File: src/hw/port5_pkg.sv
package port5_pkg;
	localparam int PORT_WIDTH = 7;
	localparam int FUNC_PINS = 4;
	localparam int ADDR_WIDTH = 20;
	// printed offsets are not all multiples of four: index, byte address x4
	localparam logic [19:0] IDX_OUTPUT_DATA = 20'h03F15;
	localparam logic [19:0] IDX_PIN_LEVELS = 20'h03F25;
	localparam logic [19:0] IDX_OUTPUT_FUNCTION_SELECT = 20'h03F2C;
	localparam logic [19:0] IDX_DIRECTION = 20'h03F35;
	localparam logic [19:0] IDX_PULLUP_ENABLE = 20'h03F45;
	localparam logic [19:0] IDX_NOISE_FILTER_CONTROL = 20'h03F50;
	localparam int NF_ZERO_CROSS0_BIT = 3;
	localparam int NF_ZERO_CROSS1_BIT = 7;
	localparam int ZC0_PIN = 4;
	localparam int ZC1_PIN = 5;
	localparam int LARGE_CURRENT_LSB = 4;
	localparam logic [6:0] RESET_DIRECTION = 7'h00;
	localparam logic [6:0] RESET_PULLUP = 7'h00;
	localparam logic [7:0] RESET_OUTPUT_FUNCTION = 8'h00;
	localparam logic [7:0] RESET_NOISE_FILTER = 8'h00;
	localparam logic [6:0] RESET_OUTPUT_DATA = 7'h00;
	localparam logic [1:0] RESP_OKAY = 2'h0;
	localparam logic [1:0] RESP_SLVERR = 2'h2;

	function automatic logic [ADDR_WIDTH-1:0] byte_addr(
		input logic [19:0] idx
	);
		byte_addr = {idx[ADDR_WIDTH-3:0], 2'h0};
	endfunction
endpackage

File: src/hw/port5_sync.sv
`timescale 1ns/1ns
module port5_sync import port5_pkg::*; #(
	parameter int WIDTH = 7
) (
	input wire logic clk_in,
	input wire logic reset_n_in,
	input wire logic [WIDTH-1:0] async_in,
	output logic [WIDTH-1:0] sync_out
);
	logic [WIDTH-1:0] stage;

	// first stage feeds only the second stage
	always_ff @(posedge clk_in or negedge reset_n_in) begin
		if (!reset_n_in) begin
			stage <= '0;
			sync_out <= '0;
		end else begin
			stage <= async_in;
			sync_out <= stage;
		end
	end
endmodule // port5_sync

File: src/hw/port5_pin_mux.sv
`timescale 1ns/1ns
module port5_pin_mux import port5_pkg::*; (
	input wire logic [PORT_WIDTH-1:0] port_output_data_in,
	input wire logic [PORT_WIDTH-1:0] port_direction_in,
	input wire logic [7:0] port_output_function_select_in,
	input wire logic [FUNC_PINS-1:0] timer_out_in,
	output logic [PORT_WIDTH-1:0] next_pin_out,
	output logic [PORT_WIDTH-1:0] next_pin_oe,
	output logic [FUNC_PINS-1:0] next_large_current
);
	always_comb begin
		next_pin_out = port_output_data_in;
		next_pin_oe = port_direction_in;
		next_large_current = '0;
		for (int i = 0; i < FUNC_PINS; i++) begin
			if (port_output_function_select_in[i]) begin
				next_pin_out[i] = timer_out_in[i];
			end
			// large current applies to either source of the pin
			next_large_current[i] = port_direction_in[i] &
				port_output_function_select_in[LARGE_CURRENT_LSB + i];
			if (next_large_current[i]) begin
				// open N-channel: pull low for 0, release for 1
				next_pin_oe[i] = ~next_pin_out[i];
				next_pin_out[i] = 1'b0;
			end
		end
	end
endmodule // port5_pin_mux

File: src/hw/port5_gpio.sv
// Implementation choice: the AXI4-Lite register port.
`timescale 1ns/1ns
// Summary of operation
// - each of seven pins has a direction bit: 1 output, 0 input
// - output pin in general use drives the output data bit
// - input register read returns current pin levels
// - per-pin pull-up enable bit: 1 connects pull-up
// - pins 0-3 function select: 1 timer output, 0 port data
// - pin 0 carries timer 0 output when select bit 0 set
// - pin 1 carries timer 7 output when select bit 1 set
// - pin 2 carries timer 2 output when select bit 2 set
// - pin 3 carries timer 8 output when select bit 3 set
// - pins 4-6 also feed external interrupt inputs
// - noise filter bit 3 puts zero-cross 0 on pin 4 input bit
// - noise filter bit 7 puts zero-cross 1 on pin 5 input bit
// - mode bits 4-7 give large-current open N-channel drive on pins 0-3
// - large current combines with timer or port data source
// - bit 7 of data, input, direction, pull-up not implemented
module port5_gpio import port5_pkg::*; (
	// clock and reset
	input wire logic REF_CLK_IN,
	input wire logic RESET_N_IN,
	// axi4-lite write address and data
	input wire logic [ADDR_WIDTH-1:0] AWADDR_IN,
	input wire logic AWVALID_IN,
	output logic AWREADY_OUT,
	input wire logic [31:0] WDATA_IN,
	input wire logic [3:0] WSTRB_IN,
	input wire logic WVALID_IN,
	output logic WREADY_OUT,
	// axi4-lite write response
	output logic [1:0] BRESP_OUT,
	output logic BVALID_OUT,
	input wire logic BREADY_IN,
	// axi4-lite read
	input wire logic [ADDR_WIDTH-1:0] ARADDR_IN,
	input wire logic ARVALID_IN,
	output logic ARREADY_OUT,
	output logic [31:0] RDATA_OUT,
	output logic [1:0] RRESP_OUT,
	output logic RVALID_OUT,
	input wire logic RREADY_IN,
	// pins
	input wire logic [PORT_WIDTH-1:0] PIN_IN,
	output logic [PORT_WIDTH-1:0] PIN_OUT,
	output logic [PORT_WIDTH-1:0] PIN_OE_OUT,
	output logic [PORT_WIDTH-1:0] PULLUP_EN_OUT,
	output logic [FUNC_PINS-1:0] LARGE_CURRENT_OUT,
	// peripherals
	input wire logic TIMER_ZERO_OUTPUT_IN,
	input wire logic TIMER_SEVEN_OUTPUT_IN,
	input wire logic TIMER_TWO_OUTPUT_IN,
	input wire logic TIMER_EIGHT_OUTPUT_IN,
	input wire logic ZERO_CROSS0_IN,
	input wire logic ZERO_CROSS1_IN,
	output logic [2:0] EXT_INTERRUPT_OUT,
	output logic [7:0] NOISE_FILTER_CONTROL_OUT
);
	typedef enum logic [2:0] {
		WR_IDLE = 3'b001,
		WR_COLLECT = 3'b010,
		WR_RESP = 3'b100
	} wr_state_t;

	logic [PORT_WIDTH-1:0] port_output_data;
	logic [PORT_WIDTH-1:0] port_direction;
	logic [PORT_WIDTH-1:0] port_pullup_enable;
	logic [7:0] port_output_function_select;
	logic [7:0] noise_filter_control;
	logic [PORT_WIDTH-1:0] pin_sync;
	logic [1:0] zc_sync;
	logic [PORT_WIDTH-1:0] port_pin_levels;
	logic [PORT_WIDTH-1:0] next_pin_out;
	logic [PORT_WIDTH-1:0] next_pin_oe;
	logic [FUNC_PINS-1:0] next_large_current;
	logic [FUNC_PINS-1:0] timer_out;
	wr_state_t wr_state;
	logic aw_held;
	logic w_held;
	logic [ADDR_WIDTH-1:0] aw_addr;
	logic [31:0] w_data;
	logic [3:0] w_strb;
	logic wr_fire;

	port5_sync #(.WIDTH(PORT_WIDTH)) u_pin_sync (
		.clk_in(REF_CLK_IN),
		.reset_n_in(RESET_N_IN),
		.async_in(PIN_IN),
		.sync_out(pin_sync)
	);

	port5_sync #(.WIDTH(2)) u_zc_sync (
		.clk_in(REF_CLK_IN),
		.reset_n_in(RESET_N_IN),
		.async_in({ZERO_CROSS1_IN, ZERO_CROSS0_IN}),
		.sync_out(zc_sync)
	);

	assign timer_out = {TIMER_EIGHT_OUTPUT_IN, TIMER_TWO_OUTPUT_IN,
		TIMER_SEVEN_OUTPUT_IN, TIMER_ZERO_OUTPUT_IN};

	port5_pin_mux u_mux (
		.port_output_data_in(port_output_data),
		.port_direction_in(port_direction),
		.port_output_function_select_in(port_output_function_select),
		.timer_out_in(timer_out),
		.next_pin_out(next_pin_out),
		.next_pin_oe(next_pin_oe),
		.next_large_current(next_large_current)
	);

	always_comb begin
		port_pin_levels = pin_sync;
		if (noise_filter_control[NF_ZERO_CROSS0_BIT]) begin
			port_pin_levels[ZC0_PIN] = zc_sync[0];
		end
		if (noise_filter_control[NF_ZERO_CROSS1_BIT]) begin
			port_pin_levels[ZC1_PIN] = zc_sync[1];
		end
	end

	always_ff @(posedge REF_CLK_IN or negedge RESET_N_IN) begin
		if (!RESET_N_IN) begin
			PIN_OUT <= '0;
			PIN_OE_OUT <= '0;
			PULLUP_EN_OUT <= '0;
			LARGE_CURRENT_OUT <= '0;
			EXT_INTERRUPT_OUT <= '0;
			NOISE_FILTER_CONTROL_OUT <= RESET_NOISE_FILTER;
		end else begin
			PIN_OUT <= next_pin_out;
			PIN_OE_OUT <= next_pin_oe;
			PULLUP_EN_OUT <= port_pullup_enable;
			LARGE_CURRENT_OUT <= next_large_current;
			EXT_INTERRUPT_OUT <= pin_sync[6:4];
			NOISE_FILTER_CONTROL_OUT <= noise_filter_control;
		end
	end

	function automatic logic decode_ok(input logic [ADDR_WIDTH-1:0] a);
		decode_ok = (a == byte_addr(IDX_OUTPUT_DATA)) ||
			(a == byte_addr(IDX_PIN_LEVELS)) ||
			(a == byte_addr(IDX_OUTPUT_FUNCTION_SELECT)) ||
			(a == byte_addr(IDX_DIRECTION)) ||
			(a == byte_addr(IDX_PULLUP_ENABLE)) ||
			(a == byte_addr(IDX_NOISE_FILTER_CONTROL));
	endfunction

	// write channel: address and data in either order
	assign wr_fire = (wr_state == WR_COLLECT) && aw_held && w_held;

	always_ff @(posedge REF_CLK_IN or negedge RESET_N_IN) begin
		if (!RESET_N_IN) begin
			wr_state <= WR_IDLE;
			aw_held <= 1'b0;
			w_held <= 1'b0;
			aw_addr <= '0;
			w_data <= '0;
			w_strb <= '0;
			AWREADY_OUT <= 1'b0;
			WREADY_OUT <= 1'b0;
			BVALID_OUT <= 1'b0;
			BRESP_OUT <= RESP_OKAY;
		end else begin
			unique case (wr_state)
				WR_IDLE: begin
					AWREADY_OUT <= 1'b1;
					WREADY_OUT <= 1'b1;
					aw_held <= 1'b0;
					w_held <= 1'b0;
					wr_state <= WR_COLLECT;
				end
				WR_COLLECT: begin
					if (AWVALID_IN && AWREADY_OUT) begin
						aw_addr <= AWADDR_IN;
						aw_held <= 1'b1;
						AWREADY_OUT <= 1'b0;
					end
					if (WVALID_IN && WREADY_OUT) begin
						w_data <= WDATA_IN;
						w_strb <= WSTRB_IN;
						w_held <= 1'b1;
						WREADY_OUT <= 1'b0;
					end
					if (wr_fire) begin
						BVALID_OUT <= 1'b1;
						BRESP_OUT <= decode_ok(aw_addr) ? RESP_OKAY : RESP_SLVERR;
						wr_state <= WR_RESP;
					end
				end
				WR_RESP: begin
					if (BREADY_IN) begin
						BVALID_OUT <= 1'b0;
						wr_state <= WR_IDLE;
					end
				end
				default: wr_state <= WR_IDLE;
			endcase
		end
	end

	// only byte lane 0 carries register bits; bit 7 of 7-bit regs dropped
	always_ff @(posedge REF_CLK_IN or negedge RESET_N_IN) begin
		if (!RESET_N_IN) begin
			port_output_data <= RESET_OUTPUT_DATA;
			port_direction <= RESET_DIRECTION;
			port_pullup_enable <= RESET_PULLUP;
			port_output_function_select <= RESET_OUTPUT_FUNCTION;
			noise_filter_control <= RESET_NOISE_FILTER;
		end else if (wr_fire && w_strb[0]) begin
			if (aw_addr == byte_addr(IDX_OUTPUT_DATA)) begin
				port_output_data <= w_data[6:0];
			end
			if (aw_addr == byte_addr(IDX_DIRECTION)) begin
				port_direction <= w_data[6:0];
			end
			if (aw_addr == byte_addr(IDX_PULLUP_ENABLE)) begin
				port_pullup_enable <= w_data[6:0];
			end
			if (aw_addr == byte_addr(IDX_OUTPUT_FUNCTION_SELECT)) begin
				port_output_function_select <= w_data[7:0];
			end
			if (aw_addr == byte_addr(IDX_NOISE_FILTER_CONTROL)) begin
				noise_filter_control <= w_data[7:0];
			end
			// pin level register has no write path
		end
	end

	// read channel: one read outstanding, answer the cycle after address
	always_ff @(posedge REF_CLK_IN or negedge RESET_N_IN) begin
		if (!RESET_N_IN) begin
			ARREADY_OUT <= 1'b0;
			RVALID_OUT <= 1'b0;
			RDATA_OUT <= '0;
			RRESP_OUT <= RESP_OKAY;
		end else if (RVALID_OUT) begin
			if (RREADY_IN) begin
				RVALID_OUT <= 1'b0;
				ARREADY_OUT <= 1'b1;
			end
		end else if (ARVALID_IN && ARREADY_OUT) begin
			ARREADY_OUT <= 1'b0;
			RVALID_OUT <= 1'b1;
			RRESP_OUT <= decode_ok(ARADDR_IN) ? RESP_OKAY : RESP_SLVERR;
			RDATA_OUT <= '0;
			if (ARADDR_IN == byte_addr(IDX_OUTPUT_DATA)) begin
				RDATA_OUT <= {25'h0000000, port_output_data};
			end
			if (ARADDR_IN == byte_addr(IDX_PIN_LEVELS)) begin
				RDATA_OUT <= {25'h0000000, port_pin_levels};
			end
			if (ARADDR_IN == byte_addr(IDX_DIRECTION)) begin
				RDATA_OUT <= {25'h0000000, port_direction};
			end
			if (ARADDR_IN == byte_addr(IDX_PULLUP_ENABLE)) begin
				RDATA_OUT <= {25'h0000000, port_pullup_enable};
			end
			if (ARADDR_IN == byte_addr(IDX_OUTPUT_FUNCTION_SELECT)) begin
				RDATA_OUT <= {24'h000000, port_output_function_select};
			end
			if (ARADDR_IN == byte_addr(IDX_NOISE_FILTER_CONTROL)) begin
				RDATA_OUT <= {24'h000000, noise_filter_control};
			end
		end else begin
			ARREADY_OUT <= 1'b1;
		end
	end

	chk_input_pin_mode: assert property (
		@(posedge REF_CLK_IN) disable iff (!RESET_N_IN)
		!port_direction[6] |=> !PIN_OE_OUT[6])
		else $error("input-mode pin is driven");
	chk_port_data_drive: assert property (
		@(posedge REF_CLK_IN) disable iff (!RESET_N_IN)
		port_direction[5] |=> PIN_OE_OUT[5] && PIN_OUT[5] == $past(port_output_data[5]))
		else $error("output pin not driven from data");
	chk_timer_select: assert property (
		@(posedge REF_CLK_IN) disable iff (!RESET_N_IN)
		port_direction[0] && port_output_function_select[0] &&
		!port_output_function_select[4] |=> PIN_OUT[0] == $past(TIMER_ZERO_OUTPUT_IN))
		else $error("pin 0 not carrying timer output");
	chk_pullup_follow: assert property (
		@(posedge REF_CLK_IN) disable iff (!RESET_N_IN)
		##1 PULLUP_EN_OUT == $past(port_pullup_enable))
		else $error("pull-up output lags its register");
	chk_large_current: assert property (
		@(posedge REF_CLK_IN) disable iff (!RESET_N_IN)
		port_direction[3] && port_output_function_select[7]
		|=> LARGE_CURRENT_OUT[3] && !PIN_OUT[3])
		else $error("large current drive not open N-channel");
	chk_ext_interrupt: assert property (
		@(posedge REF_CLK_IN) disable iff (!RESET_N_IN)
		##1 EXT_INTERRUPT_OUT == $past(pin_sync[6:4]))
		else $error("interrupt feed does not follow pins");
	chk_zero_cross_read: assert property (
		@(posedge REF_CLK_IN) disable iff (!RESET_N_IN)
		ARVALID_IN && ARREADY_OUT && !RVALID_OUT &&
		ARADDR_IN == byte_addr(IDX_PIN_LEVELS) && noise_filter_control[3]
		|=> RDATA_OUT[4] == $past(zc_sync[0]))
		else $error("zero-cross 0 not on input bit 4");
	chk_write_response: assert property (
		@(posedge REF_CLK_IN) disable iff (!RESET_N_IN)
		wr_fire |=> BVALID_OUT && $stable(port_direction) ||
		$past(aw_addr) != byte_addr(IDX_PIN_LEVELS))
		else $error("input register write disturbed state");
	cov_timer_pin: cover property (@(posedge REF_CLK_IN)
		port_direction[1] && port_output_function_select[1]);
	cov_led_drive: cover property (@(posedge REF_CLK_IN)
		LARGE_CURRENT_OUT != '0);
	cov_read_done: cover property (@(posedge REF_CLK_IN)
		RVALID_OUT && RREADY_IN);
endmodule // port5_gpio

File: config.mk
export PLATFORM = sky130hd
export DESIGN_NAME = port5_gpio
export DESIGN_NICKNAME = d
export VERILOG_FILES = /design/src/hw/port5_pkg.sv /design/src/hw/port5_sync.sv /design/src/hw/port5_pin_mux.sv /design/src/hw/port5_gpio.sv
export SDC_FILE = /design/constraint.sdc
export NUM_CORES = 1
export LEC_CHECK = 0
export BUFFER_PORTS_ARGS = -buffer_cell sky130_fd_sc_hd__buf_2
export CELL_PAD_IN_SITES_DETAIL_PLACEMENT = 1
export CELL_PAD_IN_SITES_GLOBAL_PLACEMENT = 2
export CORE_UTILIZATION = 33
export CTS_CLUSTER_SIZE = 12
export DETAILED_ROUTE_END_ITERATION = 10
export PLACE_DENSITY_LB_ADDON = 0.1
export SLEW_MARGIN = 20
export SYNTH_ARGS = -nofsm -noshare
export SYNTH_HDL_FRONTEND = slang
export SYNTH_SLANG_ARGS = --single-unit
File: constraint.sdc
create_clock -name REF_CLK_IN -period 2.8 [get_ports REF_CLK_IN]
set_input_delay 0 -clock REF_CLK_IN [delete_from_list [all_inputs] [get_ports REF_CLK_IN]]
set_output_delay 0 -clock REF_CLK_IN [all_outputs]
set_load 0.1 [all_outputs]
==> results of run 1 <==
[cell families after synthesis]
logic type	synth area share [%]
flip-flops	62.7
AND/OR/NAND/NOR	11.1
multiplexers	14.9
AO/OA/AOI/OAI	6.22
buffers and inverters	4.48
XOR/XNOR	0.470
other	0.0671
[worst reg2reg max path, stage by stage, from the launching register on]
cell	delay [ns]
dfrtp_1	0.38
or4_1	0.60
nor4_4	0.31
nand3_2	0.19
and4bb_2	0.54
mux2_2	0.38
[timing repair]
action	4_1_cts	5_1_grt
endpoints found under the setup margin	0	0
hold endpoints to repair	162	0
hold buffers	47	0
[per-layer routing]
layer	wire length, um	GRT usage [%]	vias up	share of wire, %
li1	-	-	1783	-
met1	6130	21.4	1911	45
met2	6720	28.0	116	49
met3	640	4.00	20	4.7
met4	232	6.33	0	1.7
met5	0	0	-	0
[per-stage QoR]
step | total power [uW] | instances
6_report | 6850 | 831
3_3_place_gp | 4660 | 754
3_5_place_dp | 4710 | 754
2_1_floorplan | 4260 | 441
5_1_grt | 7180 | 831
4_1_cts | 6940 | 831
[worst paths after layout]
path                                          startpoint                                  end  cells past startpoint
min reg2reg                u_pin_sync.stage[5]$_DFF_PN0_     u_pin_sync.sync_out[5]$_DFF_PN0_                      0
min in group asynchronous                     RESET_N_IN                 PIN_OUT[1]$_DFF_PN0_                      2
max in group asynchronous                     RESET_N_IN              wr_state[0]$_DFFE_PN1P_                      3
max                               aw_addr[1]$_DFFE_PN0P_  noise_filter_control[2]$_DFFE_PN0P_                      5
max reg2reg                       aw_addr[1]$_DFFE_PN0P_  noise_filter_control[2]$_DFFE_PN0P_                      5
min                                         ARADDR_IN[2]             RRESP_OUT[1]$_DFFE_PN0P_                      4
[layout make-up]
cell class	count	share of cell area [%]
Clock buffer	24	6.86
Clock inverter	6	0.806
Inverter	2	0.101
Multi-Input combinational cell	262	25.9
Sequential cell	140	47.0
Tap cell	220	3.69
Timing Repair Buffer	177	15.7
[cell usage after synthesis]
library cell  instances
and4b_1               2
o22ai_1               1
nor4b_1               1
o21ai_1               1
dfstp_2               1
nand3_2               1
a22o_1                5
nand3b_1              3
and3_1                3
nor2_1               35
nor3b_1               1
o41ai_1               1
buf_2                 2
a211oi_1              2
o22a_1                1
buf_4                27
dfrtp_1             139
a21oi_1              11
mux2_2               74
nor4_4                3
a31oi_1               2
nor2b_1              11
nand3_1               2
and2_1                4
nand2_1              20
or4_1                 1
a221oi_1              8
and4bb_2              2
nor3_1                3
xnor2_1               2
nand4b_1              4
or4b_1                1
xor2_1                1
nand2b_1              5
a21boi_0             11
nor4_1                1
or2_2                 1
inv_1                 2
conb_1                1
o21ai_0               8
clkbuf_1              8
nand4_1               4
[flip-flops by register name, summed over array words and instances, names as in the netlist, 3 cells and up]
register                     count
EXT_INTERRUPT_OUT                3
LARGE_CURRENT_OUT                4
NOISE_FILTER_CONTROL_OUT         8
PIN_OE_OUT                       7
PIN_OUT                          7
PULLUP_EN_OUT                    7
RDATA_OUT                        8
aw_addr                         20
noise_filter_control             8
port_direction                   7
port_output_data                 7
port_output_function_select      8
port_pullup_enable               7
u_pin_sync.stage                 7
u_pin_sync.sync_out              7
w_data                           8
wr_state                         3
[power by group through the flow]
| stage | combinational, uW | clock [uW] | sequential [uW] |
|---|---|---|---|
| floorplan | 850 | 0 | 3410 |
| global placement | 1910 | 0 | 2750 |
| detailed placement | 1940 | 0 | 2770 |
| CTS | 2000 | 2200 | 2740 |
| global route | 2110 | 2280 | 2800 |
| finish | 1980 | 2140 | 2730 |
==> impl_metrics.ini, run 1 <==
[global_routing]
grt_max_degree = 65
grt_antenna_before_repair = 0
grt.total_usage_pct = 16.9
grt_pass1_wl_um = 22200
grt_overflow = 0
grt_pass1_vias = 4082

[sta]
slew_violations = 0
min_period_ns = 2.51
hold_slack_ns = 0.0496
rsz0062_at_grt = false
setup-violations-final = 0
setup_slack_ns = 0.287
finalCritPeriodShare_pct = 89.8
relSlewSlack_pct = 50.4
max_freq_mhz = 398
hold_viol_final = 0
finClkSkew_ns = 0.00604
fin_tns_setup_ns = 0
worstMarginPinSlew_ns = 0.739

[worst_setup_path]
path_buf_inv = 0
worstPathMaxFanout = 8
path_cells = or4_1, nor4_4, nand3_2, and4bb_2, mux2_2
criticalPathCategory = reg2reg
path_delay_family = simple AND/OR/NAND/NOR gates
slowest_delay_ns = 0.60
start_kind = register
worst_ep_required_time_ns = 3.10
cp-end-kind = register
critical_path_arrival_ns = 2.81
reg2reg_slack_ns = 0.29
cp_slowest_cell = or4_1

[layout]
multi_input_area_um2 = 1930
final_cell_area_um2 = 7450
drive_gt1_share_pct = 39.4
area_delta_synth_final_pct = 33.4
diodes = 0
final_common_cell = dfrtp_1
layout_common_cells = dfrtp_1, buf_2, mux2_2
final_core_util_pct = 45.0
fill_cells = 1778
register_area_um2 = 3500
final_nets = 696

[cts]
clock_sinks = 140
cts-buffers-inserted = 17
cts_setup_buffers = 0
htree_levels = 4
cts_resized = 0
clock_latency_ns = 0.42
path_clk_slew_ns = 0.05
cts_tree = built
cts_max_path_buffers = 2
cts_root_buf = clkbuf_16

[floorplanning]
die-area_um2 = 17500
start_util_pct = 33.7
core_um2 = 16600
die_w_um = 132
num_rows = 47
die_y_um = 132
num_io_pins = 173

[drt]
route.detailed.drc = 0
wirelength_um = 13700
ant_nets = 0
viasPerCell = 4.61
vias = 3830
first_pass_iters = 4
wl_per_cell_um = 16.5
drtIter0Drc = 134

[power]
clkPwrFrac_pct = 31.3
p_switching_uw = 2530
leakage_uw = 0.00366
p_sw_share_pct = 37.0
peakVddDrop_mv = 0.451
seqPwrFrac_pct = 39.8
combPwrFrac_pct = 28.9
p_per_area_nw_per_um2 = 919
intPower_uw = 4320

[placement]
hpwl_um = 9550
io_buffers = 119
placed_area_um2 = 6410
globalplace.congestion = 0.761
place_ws_ns = 0.270

[logic_synthesis]
synthCells = 416
syn_area_um2 = 5590
avgSynthCellArea_um2 = 13.4
synth_area_leaders = dfrtp_1, mux2_2, buf_4
seq_area_frac_synth_pct = 62.7
synth_top_area_share_pct = 62.2
synth_area_leader_cell = dfrtp_1
synth_cell_types = 42
synth_seq_cells = 140
yosys_warnings = 0

[run]
drv_cap = 0

[min_path]
hold_class = in2reg

[status]
status = complete, no violations
Power figures use the tool's default switching activity.
==> run 2: changes to the inputs <==
--- a/config.mk
+++ b/config.mk
@@ -11,7 +11,7 @@
 export CORE_UTILIZATION = 33
 export CTS_CLUSTER_SIZE = 12
 export DETAILED_ROUTE_END_ITERATION = 10
-export PLACE_DENSITY_LB_ADDON = 0.1
+export PLACE_DENSITY = 0.86
 export SLEW_MARGIN = 20
 export SYNTH_ARGS = -nofsm -noshare
 export SYNTH_HDL_FRONTEND = slang
==> impl_metrics.ini, run 2 (same netlist as run 1, synthesis figures left out) <==
[status]
status = complete, no violations

[cts]
cts_tree = built
clock_sinks = 140
path_clk_slew_ns = 0.06
clock_latency_ns = 0.42
ctsHoldBuffers = 47
cts_resized = 0
cts-buffers-inserted = 17
cts_root_buf = clkbuf_16
cts_max_path_buffers = 2
htree_levels = 4
cts_setup_buffers = 0

[placement]
hpwl_um = 9900
place_ws_ns = 0.274
globalplace.congestion = 0.759
io_buffers = 119
placed_cells = 753

[global_routing]
grt_antenna_before_repair = 0
grt_overflow = 0
grt.total_usage_pct = 17.7
grt_max_degree = 90
grt_pass1_wl_um = 23200
grt_pass1_vias = 4345

[layout]
regMostFlops = aw_addr
layout_common_cells = dfrtp_1, buf_2, mux2_2
drive_gt1_share_pct = 39.4
largest_reg_flops = 20
area_delta_synth_final_pct = 34.0
final_common_cell = dfrtp_1
diodes = 0
final_nets = 695
fin_cells = 829
fill_cells = 1765

[drt]
ant_nets = 0
wl_per_cell_um = 17.5
vias = 3885
drtIter0Drc = 163
first_pass_iters = 4
wirelength_um = 14500
route.detailed.drc = 0
viasPerCell = 4.69

[sta]
relSlewSlack_pct = 43.2
min_period_ns = 2.53
max_freq_mhz = 395
slew_violations = 0
setup-violations-final = 0
hold_viol_final = 0
fin_tns_setup_ns = 0
hold_slack_ns = 0.0771
finalCritPeriodShare_pct = 90.4
worstMarginPinSlew_ns = 0.849
finClkSkew_ns = 0.00973
rsz0062_at_grt = false
setup_slack_ns = 0.269

[floorplanning]
die_w_um = 132
start_util_pct = 33.7
core_um2 = 16600
num_io_pins = 173
die-area_um2 = 17500
die_y_um = 132
num_rows = 47

[min_path]
holdPathEnd = RRESP_OUT[1]$_DFFE_PN0P_
hold_start = ARADDR_IN[2]
hold_class = in2reg
min_path_cells = 4

[worst_setup_path]
rr_startpoint = aw_addr[1]$_DFFE_PN0P_
path_buf_inv = 0
worst_ep_required_time_ns = 3.10
start_kind = register
cp_slowest_cell = or4_1
path_delay_family = simple AND/OR/NAND/NOR gates
worstSetupStartpoint = aw_addr[1]$_DFFE_PN0P_
rr_worst_depth = 5
cp-end-kind = register
r2r-end = port_output_data[1]$_DFFE_PN0P_
critical_path_arrival_ns = 2.83
worstPathMaxFanout = 7
path_cells = or4_1, nor4_4, nand3_2, and4bb_2, mux2_2
slowest_delay_ns = 0.60
reg2reg_slack_ns = 0.27
criticalPathCategory = reg2reg

[power]
peakVddDrop_mv = 0.601
p_per_area_nw_per_um2 = 950
leakage_uw = 0.00367

[run]
drv_cap = 0
[run 2: through the flow]
step | power (uW) | instance area (um^2) | utilization, %
after floorplan | 4260 | 5680 | -
final | 7110 | 7490 | 45.1
after detailed placement | 4710 | 6390 | 38.5
after global placement | 4620 | 6390 | 38.5
after global routing | 7420 | 7490 | 45.1
after CTS | 7170 | 7490 | 45.1
[run 2: per-layer routing]
layer	vias up	track usage (%)	routed length (um)
met3	17	4.96	667
met5	-	0	0
met4	0	6.20	246
li1	1784	-	-
met2	111	31.5	7530
met1	1973	20.4	6030
[run 2: area by class of cell]
cell class / instances / area, um^2 / share of cell area, %
multi-input combinational: 262 / 1930 / 25.8
clock buffer: 17 / 425 / 5.68
sequential: 140 / 3500 / 46.8
timing repair buffer: 176 / 1150 / 15.3
inverter: 2 / 7.51 / 0.100
tap: 220 / 275 / 3.68
clock inverter: 12 / 199 / 2.66
[run 2: worst register-to-register path, cell delays in order (launching register included)]
cell and delay, ns:
dfrtp_1 0.38, or4_1 0.60, nor4_4 0.33, nand3_2 0.19
and4bb_2 0.53, mux2_2 0.39
[run 2: report_power, final]
| part | switching (uW) | internal, uW | total, uW |
|---|---|---|---|
| Sequential | 341 | 2390 | 2730 |
| Clock | 815 | 1560 | 2370 |
| Combinational | 1430 | 568 | 2000 |
[run 2: how the worst max path moves through the flow]
stage,cells past startpoint,to,slack (ns)
4_1_cts,5,port_output_data[1]$_DFFE_PN0P_,0.26
3_3_place_gp,5,noise_filter_control[1]$_DFFE_PN0P_,0.32
6_report,5,port_output_data[1]$_DFFE_PN0P_,0.27
2_1_floorplan,5,port_pullup_enable[0]$_DFFE_PN0P_,0.47
3_5_place_dp,5,port_output_data[0]$_DFFE_PN0P_,0.27
5_1_grt,5,port_output_data[1]$_DFFE_PN0P_,0.14
==> run 3: changes to the inputs <==
--- a/config.mk
+++ b/config.mk
@@ -9,9 +9,10 @@
 export CELL_PAD_IN_SITES_DETAIL_PLACEMENT = 1
 export CELL_PAD_IN_SITES_GLOBAL_PLACEMENT = 2
 export CORE_UTILIZATION = 33
-export CTS_CLUSTER_SIZE = 12
+export CTS_CLUSTER_SIZE = 20
 export DETAILED_ROUTE_END_ITERATION = 10
 export PLACE_DENSITY = 0.86
+export SETUP_SLACK_MARGIN = 0.4
 export SLEW_MARGIN = 20
 export SYNTH_ARGS = -nofsm -noshare
 export SYNTH_HDL_FRONTEND = slang
==> constraint.sdc (replaced) <==
create_clock -name REF_CLK_IN -period 2.8 [get_ports REF_CLK_IN]
set_input_delay 0 -clock REF_CLK_IN [delete_from_list [all_inputs] [get_ports REF_CLK_IN]]
set_output_delay 0 -clock REF_CLK_IN [all_outputs]
set_load 0.005 [all_outputs]
==> impl_metrics.ini, run 3 (same netlist as run 1, synthesis figures left out) <==
[global_routing]
grt.total_usage_pct = 17.7
grt_pass1_wl_um = 23200
grt_overflow = 0
grt_antenna_before_repair = 0
grt_pass1_vias = 4358
grt_max_degree = 90

[power]
power_uw = 6200
peakVddDrop_mv = 0.462
p_sw_share_pct = 27.0
seqPwrFrac_pct = 44.2
intPower_uw = 4530
leakage_uw = 0.00369
p_switching_uw = 1670
clkPwrFrac_pct = 38.3
combPwrFrac_pct = 17.5
p_per_area_nw_per_um2 = 821

[layout]
final_nets = 697
largest_reg_flops = 20
drive_gt1_share_pct = 40.1
diodes = 0
fill_cells = 1761
final_common_cell = dfrtp_1
regMostFlops = aw_addr
area_delta_synth_final_pct = 35.2
layout_common_cells = dfrtp_1, buf_2, mux2_2

[worst_setup_path]
start_kind = register
criticalPathCategory = reg2reg
cp-end-kind = register
worst_ep_required_time_ns = 3.10
critical_path_arrival_ns = 2.70
worstPathMaxFanout = 7

[floorplanning]
num_io_pins = 173
die-area_um2 = 17500
start_util_pct = 33.7
die_y_um = 132
num_rows = 47
core_um2 = 16600
die_w_um = 132

[cts]
cts_tree = built
htree_levels = 4
cts-buffers-inserted = 17
path_clk_slew_ns = 0.06
cts_max_path_buffers = 2
clock_latency_ns = 0.42
cts_root_buf = clkbuf_16
clock_sinks = 140

[sta]
slew_violations = 0
fin_tns_setup_ns = 0
max_freq_mhz = 417
hold_viol_final = 0
rsz0062_at_grt = true
worstMarginPinSlew_ns = 0.843
finClkSkew_ns = 0.00841
relSlewSlack_pct = 43.6
min_period_ns = 2.40
setup-violations-final = 0
finalCritPeriodShare_pct = 85.7

[placement]
io_buffers = 119
hpwl_um = 9900
globalplace.congestion = 0.759

[drt]
vias = 3895
first_pass_iters = 6
drtIter0Drc = 199
viasPerCell = 4.69
ant_nets = 0
wirelength_um = 14600
route.detailed.drc = 0
wl_per_cell_um = 17.6

[status]
status = complete, no violations

[run]
drv_cap = 0

[min_path]
hold_class = in2reg
-- run 3: cell count changes in the layout (fill, tap and decap cells not counted), sizes merged --
cell  delta
buf      +2
-- run 3: timing repair --
item	CTS	global route
gates resized for setup	5	9
gates cloned	0	0
pin swaps	4	4
endpoints found under the hold margin	136	0
buffers inserted	1	1
endpoints found under the setup margin	22	37
hold buffers	47	0
-- run 3: critical path: stages, from the launching register on --
cell      delay, ns
dfrtp_1        0.38
or4_4          0.56
nor4_4         0.31
nand3_2        0.19
and4bb_4       0.50
mux2_4         0.33
-- run 3: final timing paths --
kind	start	to	slack [ns]	cells past startpoint
max in group asynchronous	RESET_N_IN	u_pin_sync.sync_out[6]$_DFF_PN0_	1.79	3
worst max register to register	aw_addr[0]$_DFFE_PN0P_	port_output_data[1]$_DFFE_PN0P_	0.40	5
worst min register to register	u_pin_sync.stage[0]$_DFF_PN0_	u_pin_sync.sync_out[0]$_DFF_PN0_	0.35	0
worst max-delay path	aw_addr[0]$_DFFE_PN0P_	port_output_data[1]$_DFFE_PN0P_	0.40	5
worst min-delay path	ARADDR_IN[2]	RRESP_OUT[1]$_DFFE_PN0P_	0.08	4
min in group asynchronous	RESET_N_IN	EXT_INTERRUPT_OUT[1]$_DFF_PN0_	0.23	2
-- run 3: stage by stage --
step           area (um^2)  instances  hold WS [ns]  util (%)  setup WS (ns)
2_1_floorplan         5680        441        -0.296         -          0.470
3_5_place_dp          6390        753         0.110      38.5          0.274
6_report              7560        831        0.0760      45.6          0.399
4_1_cts               7510        830        0.0575      45.3          0.371
3_3_place_gp          6390        753         0.108      38.5          0.323
5_1_grt               7560        831         0.117      45.6          0.294
-- run 3: metal layers --
metal | routed length [um] | global-route usage (%)
met1 | 6100 | 20.4
met2 | 7600 | 31.4
met3 | 684 | 4.88
met4 | 248 | 6.20
met5 | 0 | 0
-- run 3: area by class of cell --
| type | count | area, um^2 | area share [%] |
|---|---|---|---|
| Tap cell | 220 | 275 | 3.64 |
| Multi-Input combinational cell | 262 | 1970 | 26.1 |
| Clock buffer | 17 | 425 | 5.63 |
| Timing Repair Buffer | 178 | 1170 | 15.5 |
| Sequential cell | 140 | 3500 | 46.4 |
| Clock inverter | 12 | 199 | 2.63 |
| Inverter | 2 | 7.51 | 0.0994 |
-- run 3: power by group through the flow --
| stage | clock network, uW | registers [uW] | logic (uW) |
|---|---|---|---|
| CTS | 2420 | 2740 | 1100 |
| global placement | 0 | 2720 | 962 |
| floorplan | 0 | 2640 | 704 |
| detailed placement | 0 | 2760 | 1020 |
| finish | 2370 | 2750 | 1090 |
| global route | 2500 | 2800 | 1200 |
